`src/inc/thermal_alarm_pkg.sv`:
```
// constants and carrier types of the thermal alarm thermostat
package thermal_alarm_pkg;
    // register indices; byte address is four times the index
    localparam logic [2:0] IDX_TEMP = 3'h0;
    localparam logic [2:0] IDX_CONF = 3'h1;
    localparam logic [2:0] IDX_RELEASE = 3'h2;
    localparam logic [2:0] IDX_OVER = 3'h3;
    localparam logic [2:0] IDX_STATUS = 3'h4;
    localparam logic [2:0] IDX_LAST_DEVICE = 3'h3;
    localparam int ADDR_W = 5;
    // configuration fields
    localparam int CFG_STANDBY = 0;
    localparam int CFG_MODE = 1;
    localparam int CFG_LEVEL = 2;
    localparam int CFG_QUEUE_LO = 3;
    localparam int CFG_QUEUE_HI = 4;
    localparam logic [7:0] CONF_WR_MASK = 8'h1F;
    // status fields
    localparam int ST_ALARM = 0;
    localparam int ST_BUSY = 1;
    localparam int ST_STANDBY = 2;
    localparam int ST_PIN = 3;
    localparam int ST_COUNT_LO = 4;
    // values after reset
    localparam logic [7:0] CONF_RESET = 8'h00;
    localparam logic [15:0] TEMP_RESET = 16'h0000;
    localparam logic [15:0] RELEASE_RESET = 16'h4B00;
    localparam logic [15:0] OVER_RESET = 16'h5000;
    // temperature code sits in bits 15..7
    localparam int TEMP_LSB = 7;
    localparam int TEMP_W = 9;
    localparam logic [2:0] COUNT_RESET = 3'h0;
    typedef enum logic {MODE_COMPARATOR, MODE_INTERRUPT} alarm_mode_t;
    typedef enum logic {SEEK_OVER, SEEK_UNDER} seek_t;
    typedef struct packed {
        logic done;
        logic [TEMP_W-1:0] value;
    } conv_t;
    typedef struct packed {
        logic read;
        logic write;
        logic [ADDR_W-1:0] address;
        logic [3:0] byteenable;
        logic [31:0] writedata;
    } avmm_req_t;
endpackage

```
`src/rtl/thermal_alarm_thermostat.sv`:
```
// thermostat core: conversion pacing, fault queue, alarm pin, register slave
`timescale 1ns/1ns
// Functional notes
// - temperature held as 16-bit signed value
// - code in bits 15..7, bits 6..0 zero
// - temperature readable anytime without disturbing conversion
// - each conversion compared, alarm updated
// - level bit selects alarm polarity, default low
// - comparator asserts after queue of over-limit faults
// - comparator releases at first under-release measurement
// - comparator alarm unchanged on entering standby
// - interrupt mode fires after queued over-limit faults
// - interrupt alarm cleared by register read
// - after clear, rearms on queued under-release faults
// - queue field 00/01/10/11 gives 1/2/4/6
// - alarm one period after count, fault persisting
// - standby finishes conversion, stores, stops converting
// - standby entry clears alarm in interrupt mode
// - registers work in standby; zero resumes
// - all values 9-bit signed, half-degree steps
// - reset defaults run thermostat standalone
// - mode bit 0 comparator, 1 interrupt
// - release resets 4B00, over-limit 5000
// - results always compared, stored once no read stands
module thermal_alarm_thermostat #(
    parameter int CONV_PERIOD_CYCLES = 1000
) (
    input wire logic i_ref_clk,
    input wire logic i_reset,
    input wire thermal_alarm_pkg::avmm_req_t i_avm,
    output logic o_waitrequest,
    output logic [31:0] o_readdata,
    input wire thermal_alarm_pkg::conv_t i_conv,
    output logic o_conv_start,
    output logic o_standby,
    input wire logic i_alarm_output,
    output logic o_alarm_output,
    output logic o_alarm_output_oe_n
);
    localparam int TW = $clog2(CONV_PERIOD_CYCLES + 1);
    localparam logic [TW-1:0] TIMER_RELOAD = TW'(CONV_PERIOD_CYCLES - 1);

    function automatic logic [2:0] queue_need(input logic [1:0] sel);
        unique case (sel)
            2'b00: queue_need = 3'h1;
            2'b01: queue_need = 3'h2;
            2'b10: queue_need = 3'h4;
            2'b11: queue_need = 3'h6;
        endcase
    endfunction

    function automatic logic is_above(input logic [8:0] code, input logic [8:0] limit);
        is_above = $signed(code) > $signed(limit);
    endfunction

    function automatic logic is_below(input logic [8:0] code, input logic [8:0] limit);
        is_below = $signed(code) < $signed(limit);
    endfunction

    function automatic logic [15:0] widen(input logic [8:0] code);
        widen = {code, 7'h00};
    endfunction

    logic [15:0] temp;
    logic [7:0] conf;
    logic [15:0] release_setpoint;
    logic [15:0] over_limit_setpoint;
    logic alarm;
    logic next_alarm;
    thermal_alarm_pkg::seek_t seek;
    thermal_alarm_pkg::seek_t next_seek;
    logic [2:0] fault_count;
    logic [2:0] next_fault_count;
    logic [TW-1:0] timer;
    logic [TW-1:0] next_timer;
    logic busy;
    logic pending;
    logic [8:0] pending_code;
    logic [15:0] read_value;
    logic [15:0] status_value;

    // bus decode
    logic bus_req;
    logic bus_first;
    logic bus_done;
    logic write_done;
    logic read_done;
    logic device_read;
    logic [2:0] reg_index;
    logic conf_wr;
    logic release_wr;
    logic over_wr;

    assign bus_req = i_avm.read | i_avm.write;
    assign bus_first = bus_req & o_waitrequest;
    assign bus_done = bus_req & ~o_waitrequest;
    assign write_done = bus_done & i_avm.write;
    assign read_done = bus_done & i_avm.read;
    assign reg_index = i_avm.address[thermal_alarm_pkg::ADDR_W-1:2];
    // status view is not a device register
    assign device_read = read_done & (reg_index <= thermal_alarm_pkg::IDX_LAST_DEVICE);
    assign conf_wr = write_done & (reg_index == thermal_alarm_pkg::IDX_CONF) & i_avm.byteenable[0];
    assign release_wr = write_done & (reg_index == thermal_alarm_pkg::IDX_RELEASE) & i_avm.byteenable[1];
    assign over_wr = write_done & (reg_index == thermal_alarm_pkg::IDX_OVER) & i_avm.byteenable[1];

    // debug view, outside the four device registers
    assign status_value = {9'h000, fault_count, i_alarm_output, o_standby, busy, alarm};

    always_comb begin
        case (reg_index)
            thermal_alarm_pkg::IDX_TEMP: read_value = temp;
            thermal_alarm_pkg::IDX_CONF: read_value = {8'h00, conf};
            thermal_alarm_pkg::IDX_RELEASE: read_value = release_setpoint;
            thermal_alarm_pkg::IDX_OVER: read_value = over_limit_setpoint;
            thermal_alarm_pkg::IDX_STATUS: read_value = status_value;
            default: read_value = 16'h0000;
        endcase
    end

    // one wait state, answer stands one cycle
    always_ff @(posedge i_ref_clk) begin
        if (i_reset) begin
            o_waitrequest <= 1'b1;
            o_readdata <= 32'h0000_0000;
        end else begin
            o_waitrequest <= ~bus_first;
            if (bus_first) begin
                o_readdata <= {16'h0000, read_value};
            end
        end
    end

    always_ff @(posedge i_ref_clk) begin
        if (i_reset) begin
            conf <= thermal_alarm_pkg::CONF_RESET;
        end else if (conf_wr) begin
            conf <= i_avm.writedata[7:0] & thermal_alarm_pkg::CONF_WR_MASK;
        end
    end

    always_ff @(posedge i_ref_clk) begin
        if (i_reset) begin
            release_setpoint <= thermal_alarm_pkg::RELEASE_RESET;
        end else if (release_wr) begin
            release_setpoint <= widen(i_avm.writedata[15:7]);
        end
    end

    always_ff @(posedge i_ref_clk) begin
        if (i_reset) begin
            over_limit_setpoint <= thermal_alarm_pkg::OVER_RESET;
        end else if (over_wr) begin
            over_limit_setpoint <= widen(i_avm.writedata[15:7]);
        end
    end

    logic start_now;
    logic conv_done;
    logic standby_entry;
    assign next_timer = (timer == '0) ? TIMER_RELOAD : timer - TW'(1);
    assign start_now = (timer == '0) & ~conf[thermal_alarm_pkg::CFG_STANDBY] & ~busy;
    // a done without a start is ignored
    assign conv_done = i_conv.done & busy;
    // standby once the last result is in
    assign standby_entry = conf[thermal_alarm_pkg::CFG_STANDBY] & ~busy & ~o_standby;

    always_ff @(posedge i_ref_clk) begin
        if (i_reset) begin
            timer <= '0;
            busy <= 1'b0;
            o_conv_start <= 1'b0;
            o_standby <= 1'b0;
        end else begin
            timer <= next_timer;
            o_conv_start <= start_now;
            o_standby <= conf[thermal_alarm_pkg::CFG_STANDBY] & ~busy;
            if (start_now) begin
                busy <= 1'b1;
            end else if (conv_done) begin
                busy <= 1'b0;
            end
        end
    end

    // result held back while a read stands
    always_ff @(posedge i_ref_clk) begin
        if (i_reset) begin
            temp <= thermal_alarm_pkg::TEMP_RESET;
            pending <= 1'b0;
            pending_code <= 9'h000;
        end else if (conv_done & ~i_avm.read) begin
            temp <= widen(i_conv.value);
            pending <= 1'b0;
        end else if (conv_done) begin
            pending <= 1'b1;
            pending_code <= i_conv.value;
        end else if (pending & ~i_avm.read) begin
            temp <= widen(pending_code);
            pending <= 1'b0;
        end
    end

    logic [8:0] over_code;
    logic [8:0] release_code;
    logic hot;
    logic cold;
    logic mode_interrupt;
    logic fault;
    logic queue_met;
    logic fire;
    logic comp_release;

    assign over_code = over_limit_setpoint[15:7];
    assign release_code = release_setpoint[15:7];
    assign hot = is_above(i_conv.value, over_code);
    assign cold = is_below(i_conv.value, release_code);
    assign mode_interrupt = conf[thermal_alarm_pkg::CFG_MODE];
    assign fault = (seek == thermal_alarm_pkg::SEEK_OVER) ? hot : cold;
    // fires one period past the queue, fault still there
    assign queue_met = fault_count >= queue_need(conf[thermal_alarm_pkg::CFG_QUEUE_HI:thermal_alarm_pkg::CFG_QUEUE_LO]);
    assign fire = conv_done & fault & queue_met;
    assign comp_release = conv_done & ~mode_interrupt & alarm & cold;

    always_comb begin
        next_fault_count = fault_count;
        next_seek = seek;
        if (conv_done) begin
            if (fire || !fault) begin
                next_fault_count = thermal_alarm_pkg::COUNT_RESET;
            end else begin
                next_fault_count = fault_count + 3'h1;
            end
            if (fire && mode_interrupt) begin
                if (seek == thermal_alarm_pkg::SEEK_OVER) begin
                    next_seek = thermal_alarm_pkg::SEEK_UNDER;
                end else begin
                    next_seek = thermal_alarm_pkg::SEEK_OVER;
                end
            end
        end
        if (conf_wr) begin
            next_fault_count = thermal_alarm_pkg::COUNT_RESET;
            next_seek = thermal_alarm_pkg::SEEK_OVER;
        end
    end

    always_ff @(posedge i_ref_clk) begin
        if (i_reset) begin
            fault_count <= thermal_alarm_pkg::COUNT_RESET;
            seek <= thermal_alarm_pkg::SEEK_OVER;
        end else begin
            fault_count <= next_fault_count;
            seek <= next_seek;
        end
    end

    always_comb begin
        next_alarm = alarm;
        if (device_read & mode_interrupt) begin
            next_alarm = 1'b0;
        end
        // standby clears only in interrupt mode
        if (standby_entry & mode_interrupt) begin
            next_alarm = 1'b0;
        end
        if (comp_release) begin
            next_alarm = 1'b0;
        end
        // set wins over a clear in the same cycle
        if (fire) begin
            next_alarm = 1'b1;
        end
    end

    always_ff @(posedge i_ref_clk) begin
        if (i_reset) begin
            alarm <= 1'b0;
        end else begin
            alarm <= next_alarm;
        end
    end

    // level bit picks which state pulls low
    logic drive_low;
    assign drive_low = conf[thermal_alarm_pkg::CFG_LEVEL] ? ~alarm : alarm;
    always_ff @(posedge i_ref_clk) begin
        if (i_reset) begin
            o_alarm_output <= 1'b0;
            o_alarm_output_oe_n <= 1'b1;
        end else begin
            o_alarm_output <= 1'b0;
            o_alarm_output_oe_n <= ~drive_low;
        end
    end

    AST_START_PULSE: assert property (@(posedge i_ref_clk) disable iff (i_reset)
        o_conv_start |=> !o_conv_start)
        else $error("conversion start longer than one cycle");

    AST_NO_START_STANDBY: assert property (@(posedge i_ref_clk) disable iff (i_reset)
        o_standby |-> !o_conv_start)
        else $error("conversion started during standby");

    AST_WAIT_ONE: assert property (@(posedge i_ref_clk) disable iff (i_reset)
        !o_waitrequest |=> o_waitrequest)
        else $error("waitrequest low for more than one cycle");

    AST_UNUSED_ZERO: assert property (@(posedge i_ref_clk) disable iff (i_reset)
        temp[6:0] == 7'h00)
        else $error("temperature low bits not zero");

    AST_QUEUE_BOUND: assert property (@(posedge i_ref_clk) disable iff (i_reset)
        fault_count <= 3'h6)
        else $error("fault count beyond deepest queue");

    AST_READ_CLEARS: assert property (@(posedge i_ref_clk) disable iff (i_reset)
        (device_read && mode_interrupt && !fire) |=> !alarm)
        else $error("interrupt alarm survived a register read");

    AST_INT_STANDBY_CLEAR: assert property (@(posedge i_ref_clk) disable iff (i_reset)
        ($rose(o_standby) && $past(mode_interrupt)) |-> !alarm)
        else $error("interrupt alarm kept on entering standby");

    AST_COMP_STANDBY_KEEP: assert property (@(posedge i_ref_clk) disable iff (i_reset)
        ($rose(o_standby) && !$past(mode_interrupt)) |-> (alarm == $past(alarm)))
        else $error("comparator alarm changed on entering standby");

    AST_DRIVE_LOW: assert property (@(posedge i_ref_clk) disable iff (i_reset)
        !o_alarm_output)
        else $error("alarm pin driven high");

    // main scenarios
    COV_COMP_FIRE: cover property (@(posedge i_ref_clk) disable iff (i_reset)
        fire && !mode_interrupt);
    COV_INT_FIRE: cover property (@(posedge i_ref_clk) disable iff (i_reset)
        fire && mode_interrupt);
    COV_READ_CLEAR: cover property (@(posedge i_ref_clk) disable iff (i_reset)
        device_read && mode_interrupt && alarm);
    COV_STANDBY: cover property (@(posedge i_ref_clk) disable iff (i_reset)
        $rose(o_standby));
endmodule // thermal_alarm_thermostat

```
`config.mk`:
```
export PLATFORM = sky130hd
export DESIGN_NAME = thermal_alarm_thermostat
export DESIGN_NICKNAME = d
export VERILOG_FILES = /design/src/inc/thermal_alarm_pkg.sv /design/src/rtl/thermal_alarm_thermostat.sv
export SDC_FILE = /design/constraint.sdc
export NUM_CORES = 1
export LEC_CHECK = 0
export ABC_AREA = 1
export BUFFER_PORTS_ARGS = -buffer_cell sky130_fd_sc_hd__buf_2
export CAP_MARGIN = 20
export CORE_ASPECT_RATIO = 0.7
export CORE_MARGIN = 2
export CORE_UTILIZATION = 46
export DETAILED_ROUTE_END_ITERATION = 6
export GPL_ROUTABILITY_DRIVEN = 1
export PLACE_DENSITY = 0.81
export SLEW_MARGIN = 20
export SYNTH_ARGS = -nofsm -noshare
export SYNTH_HDL_FRONTEND = slang
export SYNTH_SLANG_ARGS = --single-unit
export TNS_END_PERCENT = 1
```
`constraint.sdc`:
```
create_clock -name i_ref_clk -period 2.2 [get_ports i_ref_clk]
set_input_delay 0.11 -clock i_ref_clk [delete_from_list [all_inputs] [get_ports i_ref_clk]]
set_output_delay 0.11 -clock i_ref_clk [all_outputs]
set_load 0.01 [all_outputs]
```
; ---- After elaboration in Yosys (flattened, before gate mapping)
; Cells that the tools add are included.
[op_classes]
addsub = 2
mul = 0
div_mod_pow = 0
n_lt_le_gt_ge = 4
n_eq_ne = 8
shift = 0
muxes = 18
bitwise = 36
n_reduce_logical = 16
[ops]
columns = cell, n
row1 = $pmux 16 s5, 1
row2 = $mux 16, 3
row3 = $and 1x1->1, 25
row4 = $pmux 3 s4, 1
row5 = $mux 1, 11
row6 = $logic_not 10->1, 1
row7 = $mux 10, 1
row8 = $not 1->1, 10
row9 = $sub 10x1->10 const B, 1
row10 = $gt 9x9->1, 1
row11 = $lt 9x9->1, 1
row12 = $eq 3x2->1 const B, 2
row13 = $reduce_and 2->1, 3
row14 = $reduce_bool 2->1, 3
row15 = $reduce_or 2->1, 3
row16 = $eq 2x2->1 const B, 2
row17 = $reduce_bool 4->1, 1
row18 = $add 3x1->3 const B, 1
row19 = $eq 3x1->1 const B, 1
row20 = $eq 3x3->1 const B, 1
row21 = $ge 3x3->1, 1
row22 = $le 3x2->1 const B, 1
row23 = $logic_not 3->1, 1
row24 = $mux 3, 1
row25 = 7 further kinds, 7
[totals]
reg_bits = 78
latchBits = 0
mem_bits_rw = 0
mem_bits_ro = 0
in_bits = 56
elab_cells = 101
mem_count = 0

; ---- Depth between registers and ports, before layout
; Gate-level depths: netlist (run 1).
[logic_depth]
word_depth = 9
mapped_depth = 15

; ---- Least setup slack after synthesis (run 1)
; OpenSTA, ideal clock, no wires.
[synth_timing]
path_type = register to register
start = register release_setpoint[15]
end = register seek
setup_ns = 0.064
arrival_time_ns = 1.482
path_slack_ns = 0.654
path_stages_with_launch = 14
n_path_buf = 0
period_less_slack_ns = 1.546
cell_sequence = dfxtp_1 inv_1 ha_1 nand2_1 inv_1 a21oi_1 nand3_1 nand2_1 nand3_1 nand2_1 nand3_1 nand2_1 inv_1 nor2_1
[synth_via]
elab_chain_len = 6
[synth_lines]
columns = element, line
row1 = start: declaration, thermal_alarm_thermostat.sv:66  ; logic [15:0] release_setpoint;
row2 = start signal: assignment, thermal_alarm_thermostat.sv:143  ; release_setpoint <= thermal_alarm_pkg::RELEASE_RESET;
row3 = start signal: assignment, thermal_alarm_thermostat.sv:145  ; release_setpoint <= widen(i_avm.writedata[15:7]);
row4 = $lt 9x9->1, thermal_alarm_thermostat.sv:57  ; is_below = $signed(code) < $signed(limit);
row5 = $mux 1, thermal_alarm_thermostat.sv:218  ; assign fault = (seek == thermal_alarm_pkg::SEEK_OVER) ? hot : cold;
row6 = $and 1x1->1 (2 in series), thermal_alarm_thermostat.sv:221  ; assign fire = conv_done & fault & queue_met;
row7 = $logic_and 1x1->1, thermal_alarm_thermostat.sv:233  ; if (fire && mode_interrupt) begin
row8 = $reduce_and 2->1 (no line), -
row9 = end signal: assignment, thermal_alarm_thermostat.sv:250  ; seek <= thermal_alarm_pkg::SEEK_OVER;
row10 = end signal: assignment, thermal_alarm_thermostat.sv:253  ; seek <= next_seek;
row11 = end: declaration, thermal_alarm_thermostat.sv:70  ; thermal_alarm_pkg::seek_t seek;
; Every way passes these cells.
; A chain may end at the register's enable or synchronous reset.

; ---- Worst setup path in the final report (run 1)
[layout_timing]
start = register over_limit_setpoint[14]
end = register fault_count[2]
[layout_via]
elab_chain_len = 6
elab_cells_between_ends = 7
[layout_lines]
columns = element, line
row1 = start: declaration, thermal_alarm_thermostat.sv:67  ; logic [15:0] over_limit_setpoint;
row2 = start signal: assignment, thermal_alarm_thermostat.sv:151  ; over_limit_setpoint <= thermal_alarm_pkg::OVER_RESET;
row3 = start signal: assignment, thermal_alarm_thermostat.sv:153  ; over_limit_setpoint <= widen(i_avm.writedata[15:7]);
row4 = $gt 9x9->1 (*), thermal_alarm_thermostat.sv:53  ; is_above = $signed(code) > $signed(limit);
row5 = $mux 1 (*), thermal_alarm_thermostat.sv:218
row6 = $and 1x1->1 (2 in series), thermal_alarm_thermostat.sv:221
row7 = $logic_or 1x1->1 (*), thermal_alarm_thermostat.sv:228  ; if (fire || !fault) begin
row8 = $mux 3 (*), thermal_alarm_thermostat.sv:228
row9 = end signal: assignment, thermal_alarm_thermostat.sv:249  ; fault_count <= thermal_alarm_pkg::COUNT_RESET;
row10 = end signal: assignment, thermal_alarm_thermostat.sv:252  ; fault_count <= next_fault_count;
row11 = end: declaration, thermal_alarm_thermostat.sv:72  ; logic [2:0] fault_count;
; Every way passes the cells marked *; elsewhere a longest branch is shown, timed or not.

==> reports/qor.yml, run 1 <==
synthesis:
  synth_edf_count: 0
  ys_ff_latch: 78
  synth.distinct_cells: 40
  synth_compound_area_share_pct: 19.5
  synth-adder-area-share_pct: 7.02
  synth_xor_area_share_pct: 0.670
  postSynthCellCount: 527
  synth_top_family_by_area: "simple AND/OR/NAND/NOR gates"
  netlist_area_um2: 3920
  synth_area_per_cell_um2: 7.45
  yosysSeqAreaShare_pct: 39.8
  muxShareOfSynthArea_pct: 0
  async_flop_share_pct: 0
  yosys_warnings: 0
  synthFlopType: "dfxtp_1"
  synth-simple-area-share_pct: 20.7
floorplan:
  core_area_um2: 8370
  dieArea_um2: 9300
  start_util_pct: 46.9
  die_y_um: 81.3
  io_pins: 93
  rows: 28
  die_w_um: 114
placed_design:
  routabilityCongestion: 0.852
  placed_cell_area_um2: 4200
  dp_slack_ns: 0.420
  port_buffers: 53
  dpl.hpwl_mm: 7.26
clocking:
  cts-hold-fix-buffers: 0
  htree_levels: 3
  cts_resized: 0
  cts_tree: "yes"
  cts.path.max_buffers: 2
  cts_setup_buffers: 0
  cts_sinks: 78
  clock_latency_ns: 0.33
  cts-root-buf: "clkbuf_16"
  path_clk_slew_ns: 0.06
  cts_buffers: 9
finish:
  syn2layout_area_growth_pct: 14.4
  design_area_um2: 4490
  seqCellArea_um2: 1560
  fill_cells: 775
  mostFrequentLayoutCells: "99 x nand2_1, 78 x dfxtp_1, 71 x a21oi_1"
  nNetsFinal: 655
  diodes: 0
  drive_above_1_share_pct: 15.6
  multi_input_area_um2: 1940
  final_common_cell: "nand2_1"
routing:
  wire_per_inst_um: 14.0
  vias: 3637
  wl_mm: 9.65
  ant_nets: 0
  via_per_inst: 5.29
  drtPass1Iterations: 5
  drc: 0
  drtIter0Drc: 308
worst_setup_path:
  worst-setup-path-type: "reg -> reg"
  required_ns: 2.47
  path_max_fanout: 5
  start_kind: "flip-flop"
  worstReg2RegStart: "over_limit_setpoint[14]"
  cp.arrival_ns: 2.11
  worstSetupStartpoint: "over_limit_setpoint[14]"
  end_kind: "flip-flop"
timing:
  setup-violations-final: 0
  rsz0062_at_grt: "no"
  slew-limit-headroom_pct: 36.4
  tightestPinTransition_ns: 0.953
  slew_viol_final: 0
  fin_setup_tns_ns: 0
  fmax_mhz: 543
  hold_violations: 0
  period_needed_ns: 1.84
  finalClockSkew_ns: 0.00513
  timing.final.crit_share_pct: 83.7
  setup_slack_ns: 0.359
grt:
  grt_max_degree: 44
  grt_pass1_wl_mm: 15.5
  grt_pass1_vias: 3289
  antenna_found_initial: 0
  grt.total_usage_pct: 21.3
  overflow: 0
min_path:
  min_from: "i_avm[12]"
  hp-class: "in -> reg"
power:
  ir_drop_mv: 0.390
  power.leakage_nw: 1.95
  power_density_nw_per_um2: 816
job:
  cap_violations: 0
outcome:
  status: "finished clean"
stage by stage:
stage	util [%]	cells	total power (W)	hold slack [ns]
floorplan	-	543	0.00209	0.236
global placement	50.1	671	0.00220	0.339
detailed placement	50.1	671	0.00223	0.349
CTS	53.6	687	0.00367	0.00753
global route	53.6	687	0.00383	0.0139
finish	53.6	687	0.00366	0.0127
critical path, cell delays in order, from the launching register on:
cell     delay [ns]
dfxtp_1        0.37
inv_1          0.08
ha_1           0.30
nand2_1        0.11
inv_1          0.05
a21oi_1        0.22
nand3_1        0.10
nand2_1        0.06
nand3_1        0.06
nand2_1        0.13
nand2_1        0.07
nand2_1        0.06
nand2_1        0.07
nor2_1         0.09
cell type report:
| cell class | instances | share of cell area [%] |
|---|---|---|
| Clock buffer | 11 | 5.19 |
| Tap cell | 105 | 2.93 |
| Clock inverter | 5 | 1.34 |
| Multi-Input combinational cell | 359 | 43.2 |
| Sequential cell | 78 | 34.8 |
| Inverter | 73 | 6.11 |
| Timing Repair Buffer | 56 | 6.41 |
flip-flops by register name, summed over array words and instances (netlist names):
signal               cells
alarm                    1
busy                     1
conf                     5
fault_count              3
o_alarm_output_oe_n      1
o_conv_start             1
o_readdata              16
o_standby                1
o_waitrequest            1
over_limit_setpoint      9
pending                  1
pending_code             9
release_setpoint         9
seek                     1
temp                     9
timer                   10
routing by layer:
layer / global-route usage [%] / wire length [µm] / up-vias
met5: 0 / 0 / -
met2: 34.4 / 4370 / 145
met1: 28.9 / 4420 / 1667
met3: 4.33 / 765 / 14
met4: 6.83 / 100 / 0
li1: - / - / 1811
report_power, final:
part / switching [W] / internal, W
Combinational: 0.000399 / 0.000213
Clock: 0.000573 / 0.000881
Sequential: 0.0000765 / 0.00152
synthesized netlist by cell type (5+ instances only):
library cell,n,area share [%]
inv_1,67,6.4
o21ai_0,41,5.2
clkbuf_1,9,0.86
nand3_1,21,2.7
nand2_1,99,9.5
nand4_1,8,1.3
buf_4,17,3.3
ha_1,22,7.0
a21oi_1,71,9.1
dfxtp_1,78,40
o211ai_1,11,2.1
inv_2,5,0.48
nor2_1,27,2.6
cells by family after synthesis:
family                   Yosys count
AND/OR/NAND/NOR                  178
adder cells (fa/ha/maj)           22
buffers and inverters            106
XOR/XNOR                           3
other                              1
AO/OA/AOI/OAI                    139
flip-flops                        78
path summary, 6_finish.rpt:
check	end	slack, ns	cells after the start
hold reg to reg	pending_code[5]	0.45	2
setup reg to reg	fault_count[2]	0.36	13
hold / removal	over_limit_setpoint[12]	0.01	3
setup / recovery	fault_count[2]	0.36	13
No activity file was read; power rests on OpenSTA's default activity.
==> inputs of run 2 (changes only) <==
==> constraint.sdc (replaced) <==
create_clock -name i_ref_clk -period 1.9 [get_ports i_ref_clk]
set_input_delay 0.095 -clock i_ref_clk [delete_from_list [all_inputs] [get_ports i_ref_clk]]
set_output_delay 0.095 -clock i_ref_clk [all_outputs]
set_load 0.01 [all_outputs]
==> run 2 against run 1 <==
Sequential power up 16%. First-iteration DRC count up 14%. Global-route usage up 0.25 points. Sequential share of layout area down 0.60 points. Via count up 1.6%. Clock skew up 0.0066 ns.
==> reports/qor.yml, run 2 (synthesis gave the netlist of run 1 again) <==
clocking:
  clock_latency_ns: 0.35  # +0.02 ns
  cts_sinks: 78  # unchanged
  cts_buffers: 9  # unchanged
  cts-root-buf: "clkbuf_16"
  path_clk_slew_ns: 0.06  # about the same
  cts.path.max_buffers: 2  # unchanged
  cts_tree: "yes"
  htree_levels: 3  # unchanged
worst_setup_path:
  path_max_fanout: 5  # unchanged
  worst-setup-path-type: "reg -> reg"
  path_cells: "inv_1 > ha_1 > nand2_1 > inv_1 > a21oi_1 > nand3_1 > nand2_1 > nand3_1 > nand2_2 > nand2_1 > nand2_1 > nand2_2 > nor2_1"
  critPathBufInv: 2  # unchanged
  crit_family: "simple AND/OR/NAND/NOR gates"
  cp.arrival_ns: 2.04  # -0.07 ns
  critical-path-max-stage-delay_ns: 0.31  # -0.06 ns
  required_ns: 2.19  # -0.28 ns
  crit_top_cell: "nand2_1"
  start_kind: "flip-flop"
  end_kind: "flip-flop"
  slowest_stage: "dfxtp_1"
floorplan:
  core_area_um2: 8370  # unchanged
  dieArea_um2: 9300  # unchanged
  rows: 28  # unchanged
  start_util_pct: 46.9  # unchanged
  io_pins: 93  # unchanged
  die_y_um: 81.3  # unchanged
  die_w_um: 114  # unchanged
routing:
  m1WireLength_mm: 4.47  # +1.3%
  wire_per_inst_um: 14.6  # +3.6%
  maxUsedRoutingLayer: "met4"
  wl_met3_um: 939  # +23%
  wl_met2_mm: 4.48  # +2.6%
  drc: 0  # unchanged
  ant_nets: 0  # unchanged
  via_per_inst: 5.35  # +1.1%
  drtIter0Drc: 351  # +14%
  drtPass1Iterations: 6  # +1
  vias: 3694  # +1.6%
  wl_mm: 10.0  # +4.0%
placed_design:
  port_buffers: 53  # unchanged
  dpl.hpwl_mm: 7.22  # -0.58%
  routabilityCongestion: 0.839  # -1.5%
  dp_cells: 671  # unchanged
timing:
  setup-violations-final: 0  # unchanged
  fmax_mhz: 574  # +5.6%
  tightestPinTransition_ns: 0.882  # -0.0708 ns
  period_needed_ns: 1.74  # -0.0971 ns
  slew_viol_final: 0  # unchanged
  timing.final.crit_share_pct: 91.8  # +8.1 points
  hold_violations: 0  # unchanged
  slew-limit-headroom_pct: 41.1  # +4.7 points
  finalClockSkew_ns: 0.0117  # +0.00660 ns
finish:
  fill_cells: 755  # -2.6%
  multi_input_area_um2: 2010  # +3.4%
  drive_above_1_share_pct: 18.6  # +3.0 points
  final_common_cell: "nand2_1"
  diodes: 0  # unchanged
  largest_registers: "o_readdata x16, timer x10"
  nNetsFinal: 658  # +0.46%
  seqCellArea_um2: 1570  # +0.56%
  largest_register_ffs: 16  # unchanged
  syn2layout_area_growth_pct: 17.0
  instances_no_fill: 690  # +0.44%
  largest-register: "o_readdata"
  mostFrequentLayoutCells: "96 x nand2_1, 71 x dfxtp_1, 70 x a21oi_1"
grt:
  grt_pass1_wl_mm: 15.5  # about the same
  antenna_found_initial: 0  # unchanged
  overflow: 0  # unchanged
  grt_max_degree: 44  # unchanged
  grt_pass1_vias: 3288  # -0.030%
  grt.total_usage_pct: 21.6  # +0.25 points
outcome:
  status: "finished clean"
job:
  cap_violations: 0  # unchanged
power:
  p_total_w: 0.00430  # +17%
  power_density_nw_per_um2: 936  # +15%
  ir_drop_mv: 0.442  # +13%
  power.leakage_nw: 1.97  # +0.87%
min_path:
  hp-class: "in -> reg"
## run 2: cell count changes in the layout (fill, tap and decap cells not counted), sizes merged
cell / before / now
dlygate4sd3: 0 / 3
clkinv: 4 / 2
clkinvlp: 1 / 2
inv: 72 / 73
## run 2: worst paths after layout
path / startpoint / endpoint / slack, ns / depth (start not counted)
max: release_setpoint[14] / fault_count[2] / 0.16 / 13
min: i_avm[12] / over_limit_setpoint[12] / 0.01 / 3
max reg2reg: release_setpoint[14] / fault_count[2] / 0.16 / 13
min reg2reg: pending_code[7] / pending_code[7] / 0.46 / 2
## run 2: repair_timing
item | in CTS | in global routing
hold buffers | 3 | 0
buffers inserted | 0 | 0
resized for setup | 0 | 18
endpoints found under the hold margin | 3 | 0
endpoints found under the setup margin | 0 | 5
## run 2: through the flow
step / hold WS (ns) / util (%) / worst slack, ns / area (µm²) / setup TNS (ns)
3_5_place_dp: 0.333 / 50.1 / 0.101 / 4200 / 0
6_report: 0.0132 / 54.8 / 0.157 / 4590 / 0
2_1_floorplan: 0.221 / - / 0.354 / 3980 / 0
3_3_place_gp: 0.324 / 50.1 / 0.214 / 4200 / 0
5_1_grt: 0.0174 / 54.8 / -0.0348 / 4590 / -0.0437
4_1_cts: 0.0183 / 53.9 / 0.0700 / 4520 / 0
## run 2: where the power goes
group / internal [W] / leakage (nW) / switching [W]
logic: 0.000258 / 1.20 / 0.000473
registers: 0.00176 / 0.635 / 0.0000879
clock network: 0.00102 / 0.136 / 0.000701
## run 2: final cells by class
| type | count | share of cell area (%) |
|---|---|---|
| repair buffers | 59 | 6.92 |
| multi-input cells | 359 | 43.7 |
| well taps | 105 | 2.86 |
| clock buffers | 11 | 5.07 |
| inverters | 73 | 5.97 |
| clock inverters | 5 | 1.28 |
| flip-flops and latches | 78 | 34.2 |
## run 2: worst register-to-register path: stages (launching register included)
cell	delay, ns
dfxtp_1	0.31
inv_1	0.06
ha_1	0.27
nand2_1	0.10
inv_1	0.06
a21oi_1	0.20
nand3_1	0.11
nand2_1	0.09
nand3_1	0.08
nand2_2	0.11
nand2_1	0.06
nand2_1	0.08
nand2_2	0.06
nor2_1	0.10
## run 2: layer usage
layer | global-route usage (%) | up-vias
met4 | 8.05 | 0
met2 | 33.4 | 157
li1 | - | 1818
met3 | 8.36 | 16
met5 | 0 | -
met1 | 27.4 | 1703
==> inputs of run 3 (changes only) <==
==> constraint.sdc (replaced) <==
create_clock -name i_ref_clk -period 1.9 [get_ports i_ref_clk]
set_input_delay 0.19 -clock i_ref_clk [delete_from_list [all_inputs] [get_ports i_ref_clk]]
set_output_delay 0.19 -clock i_ref_clk [all_outputs]
set_load 0.01 [all_outputs]
==> run 3 against run 2 <==
Clock skew fell by 0.0060 ns. Die area stayed put. Sequential cell count unchanged. Critical path type unchanged. Sequential share of layout area shrank 0.81 points. Register-to-register slack worse by 0.05 ns. Critical path depth stayed put. Core utilization grew 1.3 points. Largest power group unchanged. Combinational power grew 4.7%.
==> reports/qor.yml, run 3 (synthesis gave the netlist of run 1 again) <==
clocking:
  cts.path.max_buffers: 2  # unchanged
  cts_tree: "yes"
  clock_latency_ns: 0.34  # about the same
  cts_buffers: 9  # unchanged
  cts-hold-fix-buffers: 0  # -3
  htree_levels: 3  # unchanged
  cts_sinks: 78  # unchanged
  cts-root-buf: "clkbuf_16"
  path_clk_slew_ns: 0.06  # about the same
timing:
  finalClockSkew_ns: 0.00575  # -0.00597 ns
  hold_violations: 0  # unchanged
  setup_slack_ns: 0.107  # -0.0498 ns
  fmax_mhz: 558  # -2.8%
  slew_viol_final: 0  # unchanged
  whs_ns: 0.0873  # +0.0741 ns
  setup-violations-final: 0  # unchanged
  fin_setup_tns_ns: 0  # unchanged
  timing.final.crit_share_pct: 94.4  # +2.6 points
  tightestPinTransition_ns: 0.547  # -0.335 ns
  slew-limit-headroom_pct: 63.4  # +22 points
  period_needed_ns: 1.79  # +0.0498 ns
job:
  cap_violations: 0  # unchanged
routing:
  m1WireLength_mm: 4.56  # +2.0%
  ant_nets: 0  # unchanged
  wl_mm: 10.4  # +3.7%
  drtIter0Drc: 300  # -15%
  drtPass1Iterations: 5  # -1
  drc: 0  # unchanged
  vias: 3700  # +0.16%
  via_per_inst: 5.34  # -0.27%
  wl_met3_um: 851  # -9.4%
  maxUsedRoutingLayer: "met4"
  wire_per_inst_um: 15.0  # +3.2%
  wl_met2_mm: 4.80  # +7.1%
finish:
  final_common_cell: "nand2_1"
  fin_util_pct: 56.1  # +1.3 points
  nNetsFinal: 661  # +0.46%
  diodes: 0  # unchanged
  mostFrequentLayoutCells: "93 x nand2_1, 72 x dfxtp_1, 68 x a21oi_1"
  design_area_um2: 4700  # +2.3%
  syn2layout_area_growth_pct: 19.8
  largest_register_ffs: 16  # unchanged
  largest-register: "o_readdata"
  largest_registers: "o_readdata x16, timer x10"
  drive_above_1_share_pct: 21.9  # +3.3 points
placed_design:
  placed_cell_area_um2: 4230  # +0.84%
  dpl.hpwl_mm: 7.28  # +0.88%
  routabilityCongestion: 0.945  # +13%
  dp_slack_ns: 0.118  # +0.0168 ns
  port_buffers: 53  # unchanged
outcome:
  status: "finished clean"
grt:
  antenna_found_initial: 0  # unchanged
  grt_max_degree: 44  # unchanged
  overflow: 0  # unchanged
  grt_pass1_vias: 3365  # +2.3%
  grt_pass1_wl_mm: 16.2  # +4.7%
  grt.total_usage_pct: 22.5  # +0.91 points
floorplan:
  dieArea_um2: 9300  # unchanged
  io_pins: 93  # unchanged
  die_w_um: 114  # unchanged
  start_util_pct: 46.9  # unchanged
  core_area_um2: 8370  # unchanged
  rows: 28  # unchanged
  die_y_um: 81.3  # unchanged
min_path:
  hp-class: "in -> reg"
worst_setup_path:
  path_max_fanout: 5  # unchanged
  path_cells: "inv_1 > ha_1 > nand2_1 > nor2_2 > nand3b_1 > nand3_2 > nand2_1 > nand3_1 > nand2_2 > buf_4 > nand4_1 > nand2_1 > nor2_1"
  slowest_stage: "dfxtp_1"
  end_kind: "flip-flop"
  cp.arrival_ns: 2.07  # +0.03 ns
  worst-setup-path-type: "reg -> reg"
  crit_top_cell: "nand2_1"
  start_kind: "flip-flop"
  critical-path-max-stage-delay_ns: 0.36  # +0.05 ns
  required_ns: 2.18  # about the same
power:
  ir_drop_mv: 0.502  # +13%
  power_density_nw_per_um2: 933  # -0.30%
  power.leakage_nw: 2.00  # +1.7%
## run 3: cell types whose count changed in the layout (fill, tap and decap cells not counted), moves of 2 or more
cell | before | now
ha_4 | 4 | 7
dlygate4sd3_1 | 3 | 0
a21oi_1 | 70 | 68
ha_1 | 18 | 15
a21oi_2 | 2 | 4
nor2_1 | 25 | 23
nand2_2 | 6 | 9
inv_2 | 6 | 8
inv_6 | 1 | 3
clkbuf_1 | 2 | 0
nand2_1 | 96 | 93
buf_4 | 3 | 8
inv_1 | 66 | 64
## run 3: path summary, 6_finish.rpt
kind,startpoint,end,slack [ns],cells after the start
worst min register to register,pending_code[1],pending_code[1],0.46,2
worst max register to register,over_limit_setpoint[8],seek,0.11,13
worst min-delay path,i_avm[12],over_limit_setpoint[12],0.09,3
worst max-delay path,over_limit_setpoint[8],seek,0.11,13
## run 3: power breakdown
part	switching [W]	total [W]	internal (W)
logic	0.000496	0.000765	0.000269
clock network	0.000739	0.00177	0.00103
registers	0.0000903	0.00185	0.00176
## run 3: layer usage
layer	up-vias	track usage, %
li1	1819	-
met1	1712	29.6
met2	146	36.4
met3	23	5.45
met4	0	7.68
met5	-	0
## run 3: layout make-up
cell class / count / area, µm²
fill: 757 / 3670
multi-input combinational: 359 / 2070
sequential: 78 / 1570
timing repair buffer: 62 / 345
inverter: 73 / 274
clock buffer: 9 / 225
tap: 105 / 131
clock inverter: 7 / 80.1
## run 3: metrics by stage
step,std cells,total power (W)
detailed placement,674,0.00259
finish,693,0.00439
global placement,674,0.00255
CTS,690,0.00435
global route,693,0.00459
floorplan,543,0.00242
## run 3: timing repair
item | 4_1_cts | 5_1_grt
resized for setup | 0 | 31
setup endpoints to repair | 0 | 5
setup buffers | 0 | 3
## run 3: critical path, delay by kind of cell, from the launching register on
family / cells / cell delay, ns
DFF: 1 / 0.36
adders and majority gates: 1 / 0.26
and+or+nand+nor: 10 / 0.89
buffers and inverters: 2 / 0.22
